$ cat src/ext_bus_pkg.sv
// Constants, types and helpers of the external bus master.
// Assumes a single core_clk domain; bus pins are synchronous to it.
// Contract
// RULE1 - Upper address bits give longword base; two low bits give byte offset 0..3.
// RULE2 - 32-bit slave returns offset 0 on top lane down to offset 3 on bottom lane.
// RULE3 - 16-bit slave uses top lane for even, next for odd; 8-bit uses top lane.
// RULE4 - Never issue word at odd offset, or longword or line at non-zero offset.
// RULE5 - First clock drives address, class, mode, direction, size and start strobe low.
// RULE6 - Direction high for reads; size code 00 longword, 10 word.
// RULE7 - Mode output shows code versus data first, then supervisor versus user.
// RULE8 - Start strobe is low for exactly the first clock of each cycle.
// RULE9 - On reads the slave drives data on its lanes and asserts acknowledge.
// RULE10 - Acknowledge sampled at end of second clock; if low, data captured, cycle ends.
// RULE11 - While acknowledge high, wait states added, resampled every rising edge.
// RULE12 - Enabled bus monitor ends an unanswered cycle with a bus error.
// RULE13 - Byte writes copy the low operand byte onto lanes per offset.
// RULE14 - Word writes use upper lanes, also lower at offset 2, low byte only at odd.
// RULE15 - Longword writes: all bytes at 0, then bytes 1, 2-3, 3 per offset.
// RULE16 - Longword to 16-bit port runs offsets 00 then 10 on the upper lanes.
// RULE17 - Writes drive direction low in first clock, else as for reads.
// RULE18 - Write data driven from second clock; acknowledge sampled at its end.
// RULE19 - Slave acknowledges a write only when ready and captures at that edge.
// RULE20 - Write data held steady through wait states until acknowledge.
// RULE21 - Slave ports sit on all lanes, upper sixteen, or uppermost eight.
// RULE22 - Operand bytes numbered 0 as most significant to 3 least significant.
// RULE23 - After acknowledge or bus error the strobe is released and a new cycle may start.
package ext_bus_pkg;

    typedef enum logic [1:0] {OP_BYTE, OP_WORD, OP_LONG, OP_LINE} op_size_t;
    typedef enum logic [1:0] {PORT_32, PORT_16, PORT_8} port_size_t;

    localparam logic [1:0] SIZE_LONG = 2'h0;
    localparam logic [1:0] SIZE_BYTE = 2'h1;
    localparam logic [1:0] SIZE_WORD = 2'h2;
    localparam int FIFO_DEPTH = 8;
    localparam int MON_W = 8;
    localparam int ADDR_OUT_W = 28;

    typedef struct packed {
        logic write;
        op_size_t op;
        port_size_t port;
        logic code;
        logic supervisor;
        logic [1:0] access_class;
        logic [31:0] addr;
        logic [31:0] wdata;
    } req_t;

    typedef struct packed {
        logic [31:0] rdata;
        logic bus_err;
        logic refused;
    } rsp_t;

    function automatic logic [2:0] op_bytes(input op_size_t op);
        case (op)
            OP_BYTE: op_bytes = 3'h1;
            OP_WORD: op_bytes = 3'h2;
            default: op_bytes = 3'h4;
        endcase
    endfunction : op_bytes

    function automatic logic [2:0] port_bytes(input port_size_t port);
        case (port)
            PORT_32: port_bytes = 3'h4;
            PORT_16: port_bytes = 3'h2;
            default: port_bytes = 3'h1;
        endcase
    endfunction : port_bytes

endpackage : ext_bus_pkg

$ cat src/ext_bus_master.sv
// Master side of the external synchronous bus: single read and write cycles.
// Assumes bus inputs are synchronous to core_clk and sampled directly.
module ext_bus_master
    import ext_bus_pkg::*;
(
    // Clock and reset
    input wire logic core_clk,
    input wire logic rst_n,
    // Request port
    input wire logic req_valid,
    output logic req_ready,
    input wire req_t req,
    // Response port
    output logic rsp_valid,
    output rsp_t rsp,
    // Bus monitor
    input wire logic mon_enable,
    input wire logic [MON_W-1:0] mon_limit,
    // External bus
    output logic [ADDR_OUT_W-1:0] addr_out,
    output logic [1:0] access_class,
    output logic access_mode_out,
    output logic read_not_write,
    output logic [1:0] xfer_size_code,
    output logic xfer_start_n,
    output logic [31:0] data_out,
    output logic data_oe_n,
    input wire logic [31:0] data_in,
    input wire logic xfer_ack_n
);
    typedef enum logic [1:0] {ST_IDLE, ST_START, ST_WAIT} state_t;

    state_t state;
    req_t cur;
    logic [1:0] cur_off;
    logic [2:0] beat;
    logic [MON_W-1:0] mon_count;
    logic [31:0] rdata_acc;
    logic [31:0] lanes_q;
    logic [1:0] size_q;

    // FIFO drain side
    wire logic fifo_valid;
    req_t fifo_req;
    wire logic fifo_pop = (state == ST_IDLE);

    req_fifo #(
        .WIDTH($bits(req_t)),
        .DEPTH(FIFO_DEPTH)
    ) u_fifo (
        .core_clk(core_clk),
        .rst_n(rst_n),
        .in_valid(req_valid),
        .in_ready(req_ready),
        .in_data(req),
        .out_valid(fifo_valid),
        .out_ready(fifo_pop),
        .out_data(fifo_req)
    );

    // Illegal start offsets are refused before any bus cycle [RULE4]
    wire logic word_odd = (fifo_req.op == OP_WORD) && fifo_req.addr[0];
    wire logic long_off = ((fifo_req.op == OP_LONG) || (fifo_req.op == OP_LINE))
                          && (fifo_req.addr[1:0] != 2'h0);
    wire logic req_bad = word_odd || long_off;
    wire logic take = fifo_valid && (state == ST_IDLE);

    // Bytes per bus cycle and cycle count
    wire logic [2:0] op_b = op_bytes(cur.op);
    wire logic [2:0] port_b = port_bytes(cur.port);
    wire logic [2:0] beat_b = (op_b < port_b) ? op_b : port_b;
    wire logic [2:0] beats_total = (port_b == 3'h1) ? op_b :
                                   ((port_b == 3'h2) && (op_b == 3'h4)) ? 3'h2 : 3'h1;
    wire logic last_beat = (beat == beats_total - 3'h1);

    // Size code from operand and port, bursting inhibited [RULE6]
    wire logic [1:0] next_size = (beat_b == 3'h1) ? SIZE_BYTE :
                                 (beat_b == 3'h2) ? SIZE_WORD : SIZE_LONG;

    // Write lanes for the current offset
    logic [31:0] mux_lanes;
    lane_mux u_mux (
        .op(cur.op),
        .off(cur_off),
        .operand(cur.wdata),
        .lanes(mux_lanes)
    );

    // Read byte gathering from lanes into operand positions
    logic [31:0] merged;
    always_comb begin
        logic [2:0] kk;
        logic [1:0] opj;
        logic [1:0] lane;
        logic covered;
        merged = rdata_acc;
        kk = 3'h0;
        opj = 2'h0;
        lane = 2'h0;
        covered = 1'b0;
        for (int k = 0; k < 4; k++) begin
            kk = 3'(k);
            covered = (kk >= {1'b0, cur_off}) && (kk < ({1'b0, cur_off} + beat_b));
            // Operand byte index from offset [RULE22]
            opj = 2'(kk - {1'b0, cur.addr[1:0]} + 3'h4 - op_b);
            // Lane per port width [RULE2] [RULE3] [RULE21]
            lane = (cur.port == PORT_32) ? kk[1:0] :
                   (cur.port == PORT_16) ? {1'b0, kk[0]} : 2'h0;
            if (covered) begin
                merged[8*(3-opj) +: 8] = data_in[8*(3-lane) +: 8];
            end
        end
    end

    wire logic acked = (state == ST_WAIT) && !xfer_ack_n;
    wire logic timed_out = (state == ST_WAIT) && xfer_ack_n && mon_enable
                           && (mon_count >= mon_limit);
    wire logic [1:0] next_off = 2'(cur_off + beat_b[1:0]);

    // Sequencer
    always_ff @(posedge core_clk) begin
        if (!rst_n) begin
            state <= ST_IDLE;
        end else begin
            case (state)
                ST_IDLE: begin
                    if (take && !req_bad) begin
                        state <= ST_START;
                    end
                end
                ST_START: begin
                    // Strobe lasts one clock only [RULE8]
                    state <= ST_WAIT;
                end
                ST_WAIT: begin
                    // Stay in wait states while acknowledge is high and the bus monitor has not timed out [RULE11] [RULE20]
                    if (acked && !last_beat) begin
                        state <= ST_START;
                    end else if (acked || timed_out) begin
                        // Free for a new cycle next clock [RULE23]
                        state <= ST_IDLE;
                    end
                end
                default: begin
                    state <= ST_IDLE;
                end
            endcase
        end
    end

    // Request capture and beat advance
    always_ff @(posedge core_clk) begin
        if (!rst_n) begin
            cur <= '0;
            cur_off <= 2'h0;
            beat <= 3'h0;
        end else if (take) begin
            // Offset from low address bits [RULE1]
            cur <= fifo_req;
            cur_off <= fifo_req.addr[1:0];
            beat <= 3'h0;
        end else if (acked && !last_beat) begin
            // Next offset, e.g. 00 then 10 for a 16-bit port [RULE16]
            cur_off <= next_off;
            beat <= beat + 3'h1;
        end
    end

    // Lane and size registers, loaded in the first clock
    always_ff @(posedge core_clk) begin
        if (!rst_n) begin
            lanes_q <= 32'h00000000;
            size_q <= SIZE_LONG;
        end else if (state == ST_START) begin
            lanes_q <= mux_lanes;
            size_q <= next_size;
        end
    end

    // Bus monitor counter [RULE12]
    always_ff @(posedge core_clk) begin
        if (!rst_n) begin
            mon_count <= '0;
        end else if (state == ST_START) begin
            mon_count <= '0;
        end else if ((state == ST_WAIT) && (mon_count != '1)) begin
            mon_count <= mon_count + 1'b1;
        end
    end

    // Read accumulation and response
    always_ff @(posedge core_clk) begin
        if (!rst_n) begin
            rdata_acc <= 32'h00000000;
            rsp_valid <= 1'b0;
            rsp <= '0;
        end else begin
            rsp_valid <= 1'b0;
            if (take) begin
                rdata_acc <= 32'h00000000;
                if (req_bad) begin
                    rsp_valid <= 1'b1;
                    rsp <= '{rdata: 32'h00000000, bus_err: 1'b0, refused: 1'b1};
                end
            end else if (acked) begin
                // Capture on sampled acknowledge [RULE10]
                rdata_acc <= merged;
                if (last_beat) begin
                    rsp_valid <= 1'b1;
                    rsp <= '{rdata: cur.write ? 32'h00000000 : merged,
                             bus_err: 1'b0, refused: 1'b0};
                end
            end else if (timed_out) begin
                // Internal bus error ends the cycle [RULE12]
                rsp_valid <= 1'b1;
                rsp <= '{rdata: 32'h00000000, bus_err: 1'b1, refused: 1'b0};
            end
        end
    end

    // Bus outputs [RULE5] [RULE17]
    wire logic in_cycle = (state == ST_START) || (state == ST_WAIT);
    assign addr_out = {cur.addr[ADDR_OUT_W-1:2], cur_off};
    assign access_class = cur.access_class;
    // Code or data first clock, then privilege [RULE7]
    assign access_mode_out = (state == ST_START) ? cur.code : cur.supervisor;
    // Direction high for reads, low for writes [RULE6] [RULE17]
    assign read_not_write = !(in_cycle && cur.write);
    assign xfer_size_code = (state == ST_START) ? next_size : size_q;
    assign xfer_start_n = (state != ST_START); // [RULE8]
    // Write data from second clock, held through waits [RULE18] [RULE20]
    assign data_out = lanes_q;
    assign data_oe_n = !((state == ST_WAIT) && cur.write);
endmodule : ext_bus_master

$ cat src/lane_mux.sv
// Write multiplexer from operand bytes to external byte lanes.
// Assumes operand bytes are numbered 0 (top) to 3 (bottom) of the word.
module lane_mux
    import ext_bus_pkg::*;
(
    // Operand and position
    input wire op_size_t op,
    input wire logic [1:0] off,
    input wire logic [31:0] operand,
    // Lanes
    output logic [31:0] lanes
);
    // Operand bytes, most significant first [RULE22]
    wire [7:0] b0 = operand[31:24];
    wire [7:0] b1 = operand[23:16];
    wire [7:0] b2 = operand[15:8];
    wire [7:0] b3 = operand[7:0];

    // Low byte always on top lane, copied per offset [RULE13]
    wire [31:0] byte_lanes = {b3, off[0] ? b3 : 8'h00, (off == 2'h2) ? b3 : 8'h00,
                              (off == 2'h3) ? b3 : 8'h00};
    // Word on upper lanes, duplicated at offset 2 [RULE14]
    wire [31:0] word_lanes = off[0] ? {b3, 24'h000000} :
                             {b2, b3, off[1] ? {b2, b3} : 16'h0000};
    // Longword and line by remaining offset [RULE15]
    wire [31:0] long_lanes = (off == 2'h0) ? {b0, b1, b2, b3} :
                             (off == 2'h1) ? {b1, 24'h000000} :
                             (off == 2'h2) ? {b2, b3, 16'h0000} : {b3, 24'h000000};

    assign lanes = (op == OP_BYTE) ? byte_lanes :
                   (op == OP_WORD) ? word_lanes : long_lanes;
endmodule : lane_mux

$ cat src/req_fifo.sv
// Request FIFO with valid and ready on both sides.
// Assumes one clock and a synchronous active-low reset.
module req_fifo #(
    parameter int WIDTH = 8,
    parameter int DEPTH = 8
) (
    // Clock and reset
    input wire logic core_clk,
    input wire logic rst_n,
    // Fill side
    input wire logic in_valid,
    output logic in_ready,
    input wire logic [WIDTH-1:0] in_data,
    // Drain side
    output logic out_valid,
    input wire logic out_ready,
    output logic [WIDTH-1:0] out_data
);
    localparam int AW = $clog2(DEPTH);
    logic [WIDTH-1:0] mem [DEPTH];
    logic [AW-1:0] wr_ptr;
    logic [AW-1:0] rd_ptr;
    logic [AW:0] count;
    wire push = in_valid && in_ready;
    wire pop = out_valid && out_ready;

    assign in_ready = (count != (AW+1)'(DEPTH));
    assign out_valid = (count != '0);
    assign out_data = mem[rd_ptr];

    always_ff @(posedge core_clk) begin
        if (push) begin
            mem[wr_ptr] <= in_data;
        end
    end

    always_ff @(posedge core_clk) begin
        if (!rst_n) begin
            wr_ptr <= '0;
            rd_ptr <= '0;
            count <= '0;
        end else begin
            if (push) begin
                wr_ptr <= (wr_ptr == AW'(DEPTH - 1)) ? '0 : wr_ptr + 1'b1;
            end
            if (pop) begin
                rd_ptr <= (rd_ptr == AW'(DEPTH - 1)) ? '0 : rd_ptr + 1'b1;
            end
            count <= count + (AW+1)'(push) - (AW+1)'(pop);
        end
    end
endmodule : req_fifo
$ cat config.mk
export PLATFORM = sky130hd
export DESIGN_NAME = ext_bus_master
export DESIGN_NICKNAME = d
export VERILOG_FILES = /design/src/ext_bus_pkg.sv /design/src/ext_bus_master.sv /design/src/lane_mux.sv /design/src/req_fifo.sv
export SDC_FILE = /design/constraint.sdc
export NUM_CORES = 1
export LEC_CHECK = 0
export ABC_AREA = 1
export BUFFER_PORTS_ARGS = -buffer_cell sky130_fd_sc_hd__buf_2
export CORE_ASPECT_RATIO = 2
export CORE_MARGIN = 2
export CORE_UTILIZATION = 30
export DETAILED_ROUTE_END_ITERATION = 8
export PLACE_DENSITY = 0.49
export SETUP_SLACK_MARGIN = 0.3
export SLEW_MARGIN = 30
export SYNTH_ARGS = -nofsm -noshare
export SYNTH_HDL_FRONTEND = slang
export SYNTH_HIERARCHICAL = 1
export SYNTH_SLANG_ARGS = --single-unit
$ cat constraint.sdc
create_clock -name core_clk -period 10 [get_ports core_clk]
set_clock_uncertainty 0.2 [all_clocks]
set_input_delay 1.5 -clock core_clk [delete_from_list [all_inputs] [get_ports core_clk]]
set_output_delay 1.5 -clock core_clk [all_outputs]
set_load 0.02 [all_outputs]
==> results.tsv, run 1 <==
stage	metric	value	unit
outcome	outcome	complete, no violations	
placement	Placed Cells	5880	
placement	# port buffers	217	
min_path	worst hold stages	2	
yosys	YS warnings	6	
floorplanning	Initial Util	30.2	%
floorplanning	core area	120000	um2
placement	DP Wirelength	69.2	mm
cells_and_area	share of layout cells above drive strength 1	10.1	%
floorplanning	IO Pins	222	
clocking	CTS sink cnt	750	
clocking	CTS Buf Count	76	
drt	DR pass1 iterations	5	
floorplanning	die height	496	um
drt	Routed Antenna Nets	0	
critical_path	CP dominant cell by count	nand2_1	
critical_path	CP max-delay cell	dfxtp_1	
drt	routed via count	27600	
critical_path	delay-heaviest family, CP	simple AND/OR/NAND/NOR gates	
cells_and_area	Finished Layout Cells	6025	
timing	Final Hold Fails	0	
critical_path	Crit. End Element	primary output	
power_and_ir_drop	VDD IR max	0.000185	V
clocking	CTS max path bufs	3	
critical_path	CP Class	reg -> out	
clocking	setup bufs post-CTS	0	
clocking	post-cts gate resize count	0	
clocking	Post-CTS Hold Fix Bufs	0	
clocking	clk_lat worst skew	0.69	ns
yosys	Mapped Cells	4311	
timing	post-route clock period utilization	51.0	%
min_path	critical hold path startpoint	rdata_acc[24]	
yosys	syn_area_per_cell	8.42	um2
critical_path	crit path buf inv count	2	
critical_path	crit path DAT	3.40	ns
drt	drt wl/cell	18.4	um
timing	Max Freq	0.196	GHz
floorplanning	die area	124000	um2
critical_path	CP Max Fanout	15	
power_and_ir_drop	PwrDens	290	nW/um2
clocking	Worst-path clk slew	0.07	ns
floorplanning	Die Span X	250	um
clocking	CTS tree	done	
timing	# setup viols final	0	
critical_path	worst reg2reg path endpoint	rsp[11]	
placement	GPL Wtd Cong	0.952	
drt	initial drt markers	1341	
yosys	Synthesized Nets	4481	
global_routing	initial antenna violation count	36	
cells_and_area	nets	4581	
critical_path	Crit path largest cell delay	0.75	ns
min_path	Hold Path Sink	rdata_acc[24]	
clocking	clk root buf	clkbuf_16	
critical_path	Reg-to-Reg Start	cur[69]	
global_routing	largest net degree at the start of global routing	159	
drt	wirelength, routed	111	mm
critical_path	Worst R2R Setup Slack	4.99	ns
timing	RSZ-0062 raised after global routing	no	
cells_and_area	Area Overhead vs Synth	12.7	%
timing	fin. max-slew vios	0	
timing	TNS Setup	0	ns
drt	routed vias/inst	4.58	
critical_path	Cell Chain, Critical Path	inv_2 > nand2_1 > ha_1 > o21ai_0 > o21bai_1 > o21ai_0 > nand2_1 > nand2_1 > buf_2	
critical_path	crit start category	register	
critical_path	R2R depth	22	
floorplanning	Core Rows	180	
global_routing	vias in the first global route	26700	
timing	Rel. slew slack	33.5	%
global_routing	first-pass GRT wire length	166	mm
timing	minimum clock period	5.10	ns
power_and_ir_drop	Leak	0.0185	uW
run	Max Cap Viol	0	
clocking	Clock H-tree levels	3	
yosys	Mapped Area	36300	um2
timing	Worst Tran Pin Value	0.997	ns
global_routing	gr usage total	17.8	%
global_routing	gr ovfl total	0	
drt	detailed-route DRC error count	0	
critical_path	critical path data required time	8.30	ns
critical_path	Critical path origin	cur[69]	
min_path	HP Class	reg -> reg	
cells_and_area	Filler Cells Inserted	12600	
-- per-layer routing --
layer | vias up | GRT usage (%) | wire (um)
li1 | 13800 | - | -
met1 | 12800 | 19.3 | 42300
met2 | 695 | 33.7 | 58200
met3 | 240 | 3.06 | 5260
met4 | 34 | 7.80 | 4700
met5 | - | 0 | 226
-- placed cells by master, fill, tap and decap left out, types with 4 or more instances in the layout --
| cell | count |
|---|---|
| a21oi_1 | 165 |
| a31oi_1 | 9 |
| buf_2 | 216 |
| buf_4 | 40 |
| bufinv_16 | 9 |
| clkbuf_1 | 11 |
| clkbuf_16 | 77 |
| clkbuf_8 | 8 |
| clkinv_1 | 12 |
| clkinv_2 | 14 |
| clkinvlp_4 | 7 |
| dfxtp_1 | 195 |
| diode_2 | 5 |
| edfxtp_1 | 552 |
| ha_1 | 49 |
| inv_1 | 658 |
| inv_2 | 6 |
| inv_6 | 7 |
| nand2_1 | 1402 |
| nand2_2 | 6 |
| nand2_4 | 4 |
| nand3_1 | 403 |
| nand3_2 | 8 |
| nand4_1 | 25 |
| nor2_1 | 351 |
| nor2_2 | 7 |
| nor2_4 | 7 |
| nor3_1 | 9 |
| nor3_2 | 11 |
| o21ai_0 | 142 |
| o21ai_1 | 13 |
| xor2_1 | 5 |
-- how the worst max path moves through the flow --
stage,end,slack (ns),cells past startpoint
final,xfer_size_code[0],4.90,9
after global routing,xfer_size_code[0],4.61,9
after CTS,xfer_size_code[0],4.91,9
after detailed placement,rsp[11],5.11,22
after global placement,rsp[11],5.15,22
after floorplan,u_fifo/mem[6][0],2.77,3
-- sequential cells by signal (all words and copies together), names as in the netlist, 4 cells and up, named ones only --
signal,count
u_fifo/mem,552
rsp,34
cur,41
data_out,32
mon_count,8
addr_out,26
u_fifo/count,4
rdata_acc,32
-- through the flow --
stage | total power (uW) | worst slack, ns | utilization, % | instance area, um2 | hold slack (ns)
floorplan | 7530 | 2.77 | - | 36300 | 0.245
global placement | 8950 | 5.15 | 31.8 | 38200 | 0.252
detailed placement | 8980 | 5.11 | 31.8 | 38200 | 0.256
CTS | 12000 | 4.91 | 34.0 | 40900 | 0.267
global route | 12700 | 4.61 | 34.0 | 40900 | 0.283
finish | 11900 | 4.90 | 34.0 | 40900 | 0.264
-- where the power goes --
group	internal, uW	switching (uW)	total, uW
clock network	1730	1270	3000
logic	1260	3650	4910
registers	3720	245	3960
-- cell type report --
| cell class | instances | area, um2 | share of cell area (%) |
|---|---|---|---|
| sequential | 750 | 20600 | 50.2 |
| multi-input combinational | 2648 | 11800 | 28.8 |
| inverter | 677 | 2560 | 6.26 |
| clock buffer | 96 | 2080 | 5.08 |
| tap | 1547 | 1940 | 4.73 |
| timing repair buffer | 258 | 1420 | 3.48 |
| clock inverter | 44 | 547 | 1.34 |
| antenna | 5 | 12.5 | 0.0306 |
-- worst reg2reg max path: stages (launching register included) --
cell      delay [ns]
dfxtp_1         0.75
inv_2           0.24
nand2_1         0.45
ha_1            0.32
o21ai_0         0.07
o21bai_1        0.12
nand2_1         0.07
o21ai_0         0.14
ha_1            0.23
fa_1            0.38
inv_1           0.06
nand2_1         0.05
nand2_2         0.15
nand3_2         0.31
nand3_1         0.50
nand2_1         0.24
nand3_1         0.13
nand2_1         0.06
nand2_1         0.16
nand3_1         0.09
nand2_1         0.06
nand2_1         0.06
nor2_1          0.11
No activity file was read; power rests on OpenSTA's default activity.
==> inputs of run 2 (changes only) <==
--- a/config.mk
+++ b/config.mk
@@ -5,13 +5,13 @@
 export SDC_FILE = /design/constraint.sdc
 export NUM_CORES = 1
 export LEC_CHECK = 0
-export ABC_AREA = 1
+export ABC_AREA = 0
 export BUFFER_PORTS_ARGS = -buffer_cell sky130_fd_sc_hd__buf_2
 export CORE_ASPECT_RATIO = 2
 export CORE_MARGIN = 2
 export CORE_UTILIZATION = 30
 export DETAILED_ROUTE_END_ITERATION = 8
-export PLACE_DENSITY = 0.49
+export PLACE_DENSITY = 0.51
 export SETUP_SLACK_MARGIN = 0.3
 export SLEW_MARGIN = 30
 export SYNTH_ARGS = -nofsm -noshare
==> constraint.sdc (replaced) <==
create_clock -name core_clk -period 4.2 [get_ports core_clk]
set_clock_uncertainty 0.2 [all_clocks]
set_input_delay 0.63 -clock core_clk [delete_from_list [all_inputs] [get_ports core_clk]]
set_output_delay 0.63 -clock core_clk [all_outputs]
set_load 0.02 [all_outputs]
==> run 2 against run 1 <==
  * Combinational power increased by 140%
  * Utilization increased by 1.8 points
  * Via count decreased by 29%
  * Worst hold slack got worse by 0.21 ns
  * Cell area decreased by 6.0%
  * Die area decreased by 11%
  * First-iteration DRC count decreased by 13%
  * Sequential power increased by 130%
  * Highest routed layer unchanged
==> results.tsv, run 2 <==
stage	metric	value	unit	change
clocking	CTS Buf Count	76		unchanged
yosys	syn_area_per_cell	15.1	um2	+79%
drt	Routed Antenna Nets	0		unchanged
yosys	Mapped Area	32400	um2	-11%
floorplanning	Core Rows	170		-5.6%
power_and_ir_drop	Leak	0.0132	uW	-28%
placement	Placed Cells	3709		-37%
critical_path	CP Max Fanout	7		-8
drt	detailed-route DRC error count	0		unchanged
timing	Worst Tran Pin Value	1.08	ns	+0.0823 ns
drt	DR pass1 iterations	6		+1
floorplanning	Die Span X	236	um	-5.4%
clocking	CTS sink cnt	750		unchanged
power_and_ir_drop	PwrDens	723	nW/um2	+150%
drt	initial drt markers	1169		-13%
placement	DP Wirelength	59.2	mm	-14%
floorplanning	Initial Util	30.2	%	+0.058 points
clocking	Clock H-tree levels	3		unchanged
power_and_ir_drop	VDD IR max	0.000522	V	+180%
cells_and_area	share of layout cells above drive strength 1	25.3	%	+15 points
timing	RSZ-0062 raised after global routing	yes		
critical_path	critical path data required time	4.56	ns	-3.74 ns
yosys	Synthesized Nets	2323		-48%
global_routing	vias in the first global route	20300		-24%
global_routing	gr ovfl total	0		unchanged
cells_and_area	Area Overhead vs Synth	18.6	%	
timing	Max Freq	0.267	GHz	
cells_and_area	final instance area	38400	um2	-6.0%
clocking	clk_lat worst skew	0.65	ns	-0.04 ns
drt	routed vias/inst	5.05		+10%
critical_path	crit start category	register		
critical_path	CP Class	reg -> reg		
clocking	Worst-path clk slew	0.06	ns	about the same
cells_and_area	top flop regs	u_fifo/mem: 552 flops, cur: 41 flops, rsp: 34 flops		
clocking	CTS tree	done		
clocking	CTS max path bufs	3		unchanged
placement	GPL Wtd Cong	0.923		-3.1%
clocking	clk root buf	clkbuf_16		
drt	routed via count	19600		-29%
timing	# setup viols final	0		unchanged
floorplanning	die height	469	um	-5.5%
placement	# port buffers	217		unchanged
min_path	HP Class	in -> reg		
placement	Cell Area, Placed	35500	um2	-7.2%
cells_and_area	leading cell type in the layout, fill and taps excluded	edfxtp_1		
yosys	YS warnings	6		unchanged
outcome	outcome	complete, no violations		
critical_path	Crit. End Element	register		
cells_and_area	register area	20600	um2	about the same
critical_path	crit path DAT	4.10	ns	+0.70 ns
timing	Final Hold Fails	0		unchanged
timing	minimum clock period	3.74	ns	
cells_and_area	Filler Cells Inserted	10300		-18%
min_path	worst hold stages	1		-1
cells_and_area	footprint of the multi-input gates	10900	um2	-7.6%
timing	TNS Setup	0	ns	unchanged
floorplanning	die area	111000	um2	-11%
global_routing	first-pass GRT wire length	135	mm	-19%
timing	Rel. slew slack	26.0	%	-7.5 points
global_routing	gr usage total	16.5	%	-1.3 points
global_routing	largest net degree at the start of global routing	90		-43%
critical_path	R2R depth	19		-14%
timing	fin. max-slew vios	0		unchanged
drt	wirelength, routed	92.0	mm	-17%
yosys	Mapped Cells	2153		-50%
cells_and_area	max reg flops	552		unchanged
run	Max Cap Viol	0		unchanged
floorplanning	IO Pins	222		unchanged
cells_and_area	most frequent cells in the layout	edfxtp_1 (552), nand2_1 (229), buf_2 (217)		
floorplanning	core area	107000	um2	-11%
cells_and_area	Top reg by flops	u_fifo/mem		
timing	Hold WS	0.0538	ns	-0.210 ns
timing	post-route clock period utilization	89.0	%	
drt	drt wl/cell	23.7	um	+29%
cells_and_area	Finished Layout Cells	3883		-36%
cells_and_area	nets	2610		-43%
global_routing	initial antenna violation count	20		-44%
[run 2: worst paths after layout]
kind / start / slack [ns] / endpoint
worst min-delay path: req[27] / 0.05 / u_fifo/mem[2][27]
worst max register to register: cur[68] / 0.46 / rdata_acc[12]
worst max-delay path: cur[68] / 0.46 / rdata_acc[12]
worst min register to register: rsp[33] / 0.25 / rsp[33]
[run 2: area by class of cell]
cell class | count | area share, %
diodes | 3 | 0.0195
clock buffers | 92 | 5.37
clock inverters | 50 | 1.31
inverters | 50 | 0.495
multi-input cells | 1202 | 28.4
flip-flops and latches | 750 | 53.5
well taps | 1376 | 4.48
repair buffers | 360 | 6.50
[run 2: repair_timing]
action	CTS	global route
gates resized for setup	2	15
hold endpoints to repair	194	0
pin swaps	0	2
setup endpoints to repair	8	48
buffers inserted	0	0
hold buffers	29	0
[run 2: layer usage]
metal	global-route usage, %	part of all wire [%]	vias up
li1	-	-	8911
met1	18.6	39	9919
met2	30.1	51	546
met3	3.28	5.0	194
met4	7.16	4.4	22
met5	0	0.15	-
[run 2: power by group]
part / leakage (uW) / internal (uW) / switching, uW
Clock: 0.00124 / 3930 / 3030
Combinational: 0.00537 / 4620 / 6930
Sequential: 0.00662 / 8730 / 537
Total: 0.0132 / 17300 / 10500
[run 2: worst max-delay path: stages (launching register included)]
cell and delay [ns]:
dfxtp_1 0.33, nor2_4 0.11, inv_1 0.05, ha_1 0.30, inv_1 0.07, nor2_1 0.04
o21ai_0 0.15, o21ai_1 0.11, ha_1 0.20, fa_2 0.37, xnor2_1 0.18, buf_4 0.15
a21oi_2 0.04, buf_4 0.16, a211o_1 0.33, buf_12 0.16, buf_12 0.12, o221ai_1 0.20
nor2_1 0.12, o32ai_1 0.26
[run 2: metrics by stage]
stage	power [uW]	setup slack [ns]	util, %
2_1_floorplan	16500	-0.386	-
3_3_place_gp	20700	0.142	33.1
3_5_place_dp	20900	0.246	33.1
4_1_cts	28000	0.248	35.8
5_1_grt	29200	0.281	35.9
6_report	27800	0.461	35.9
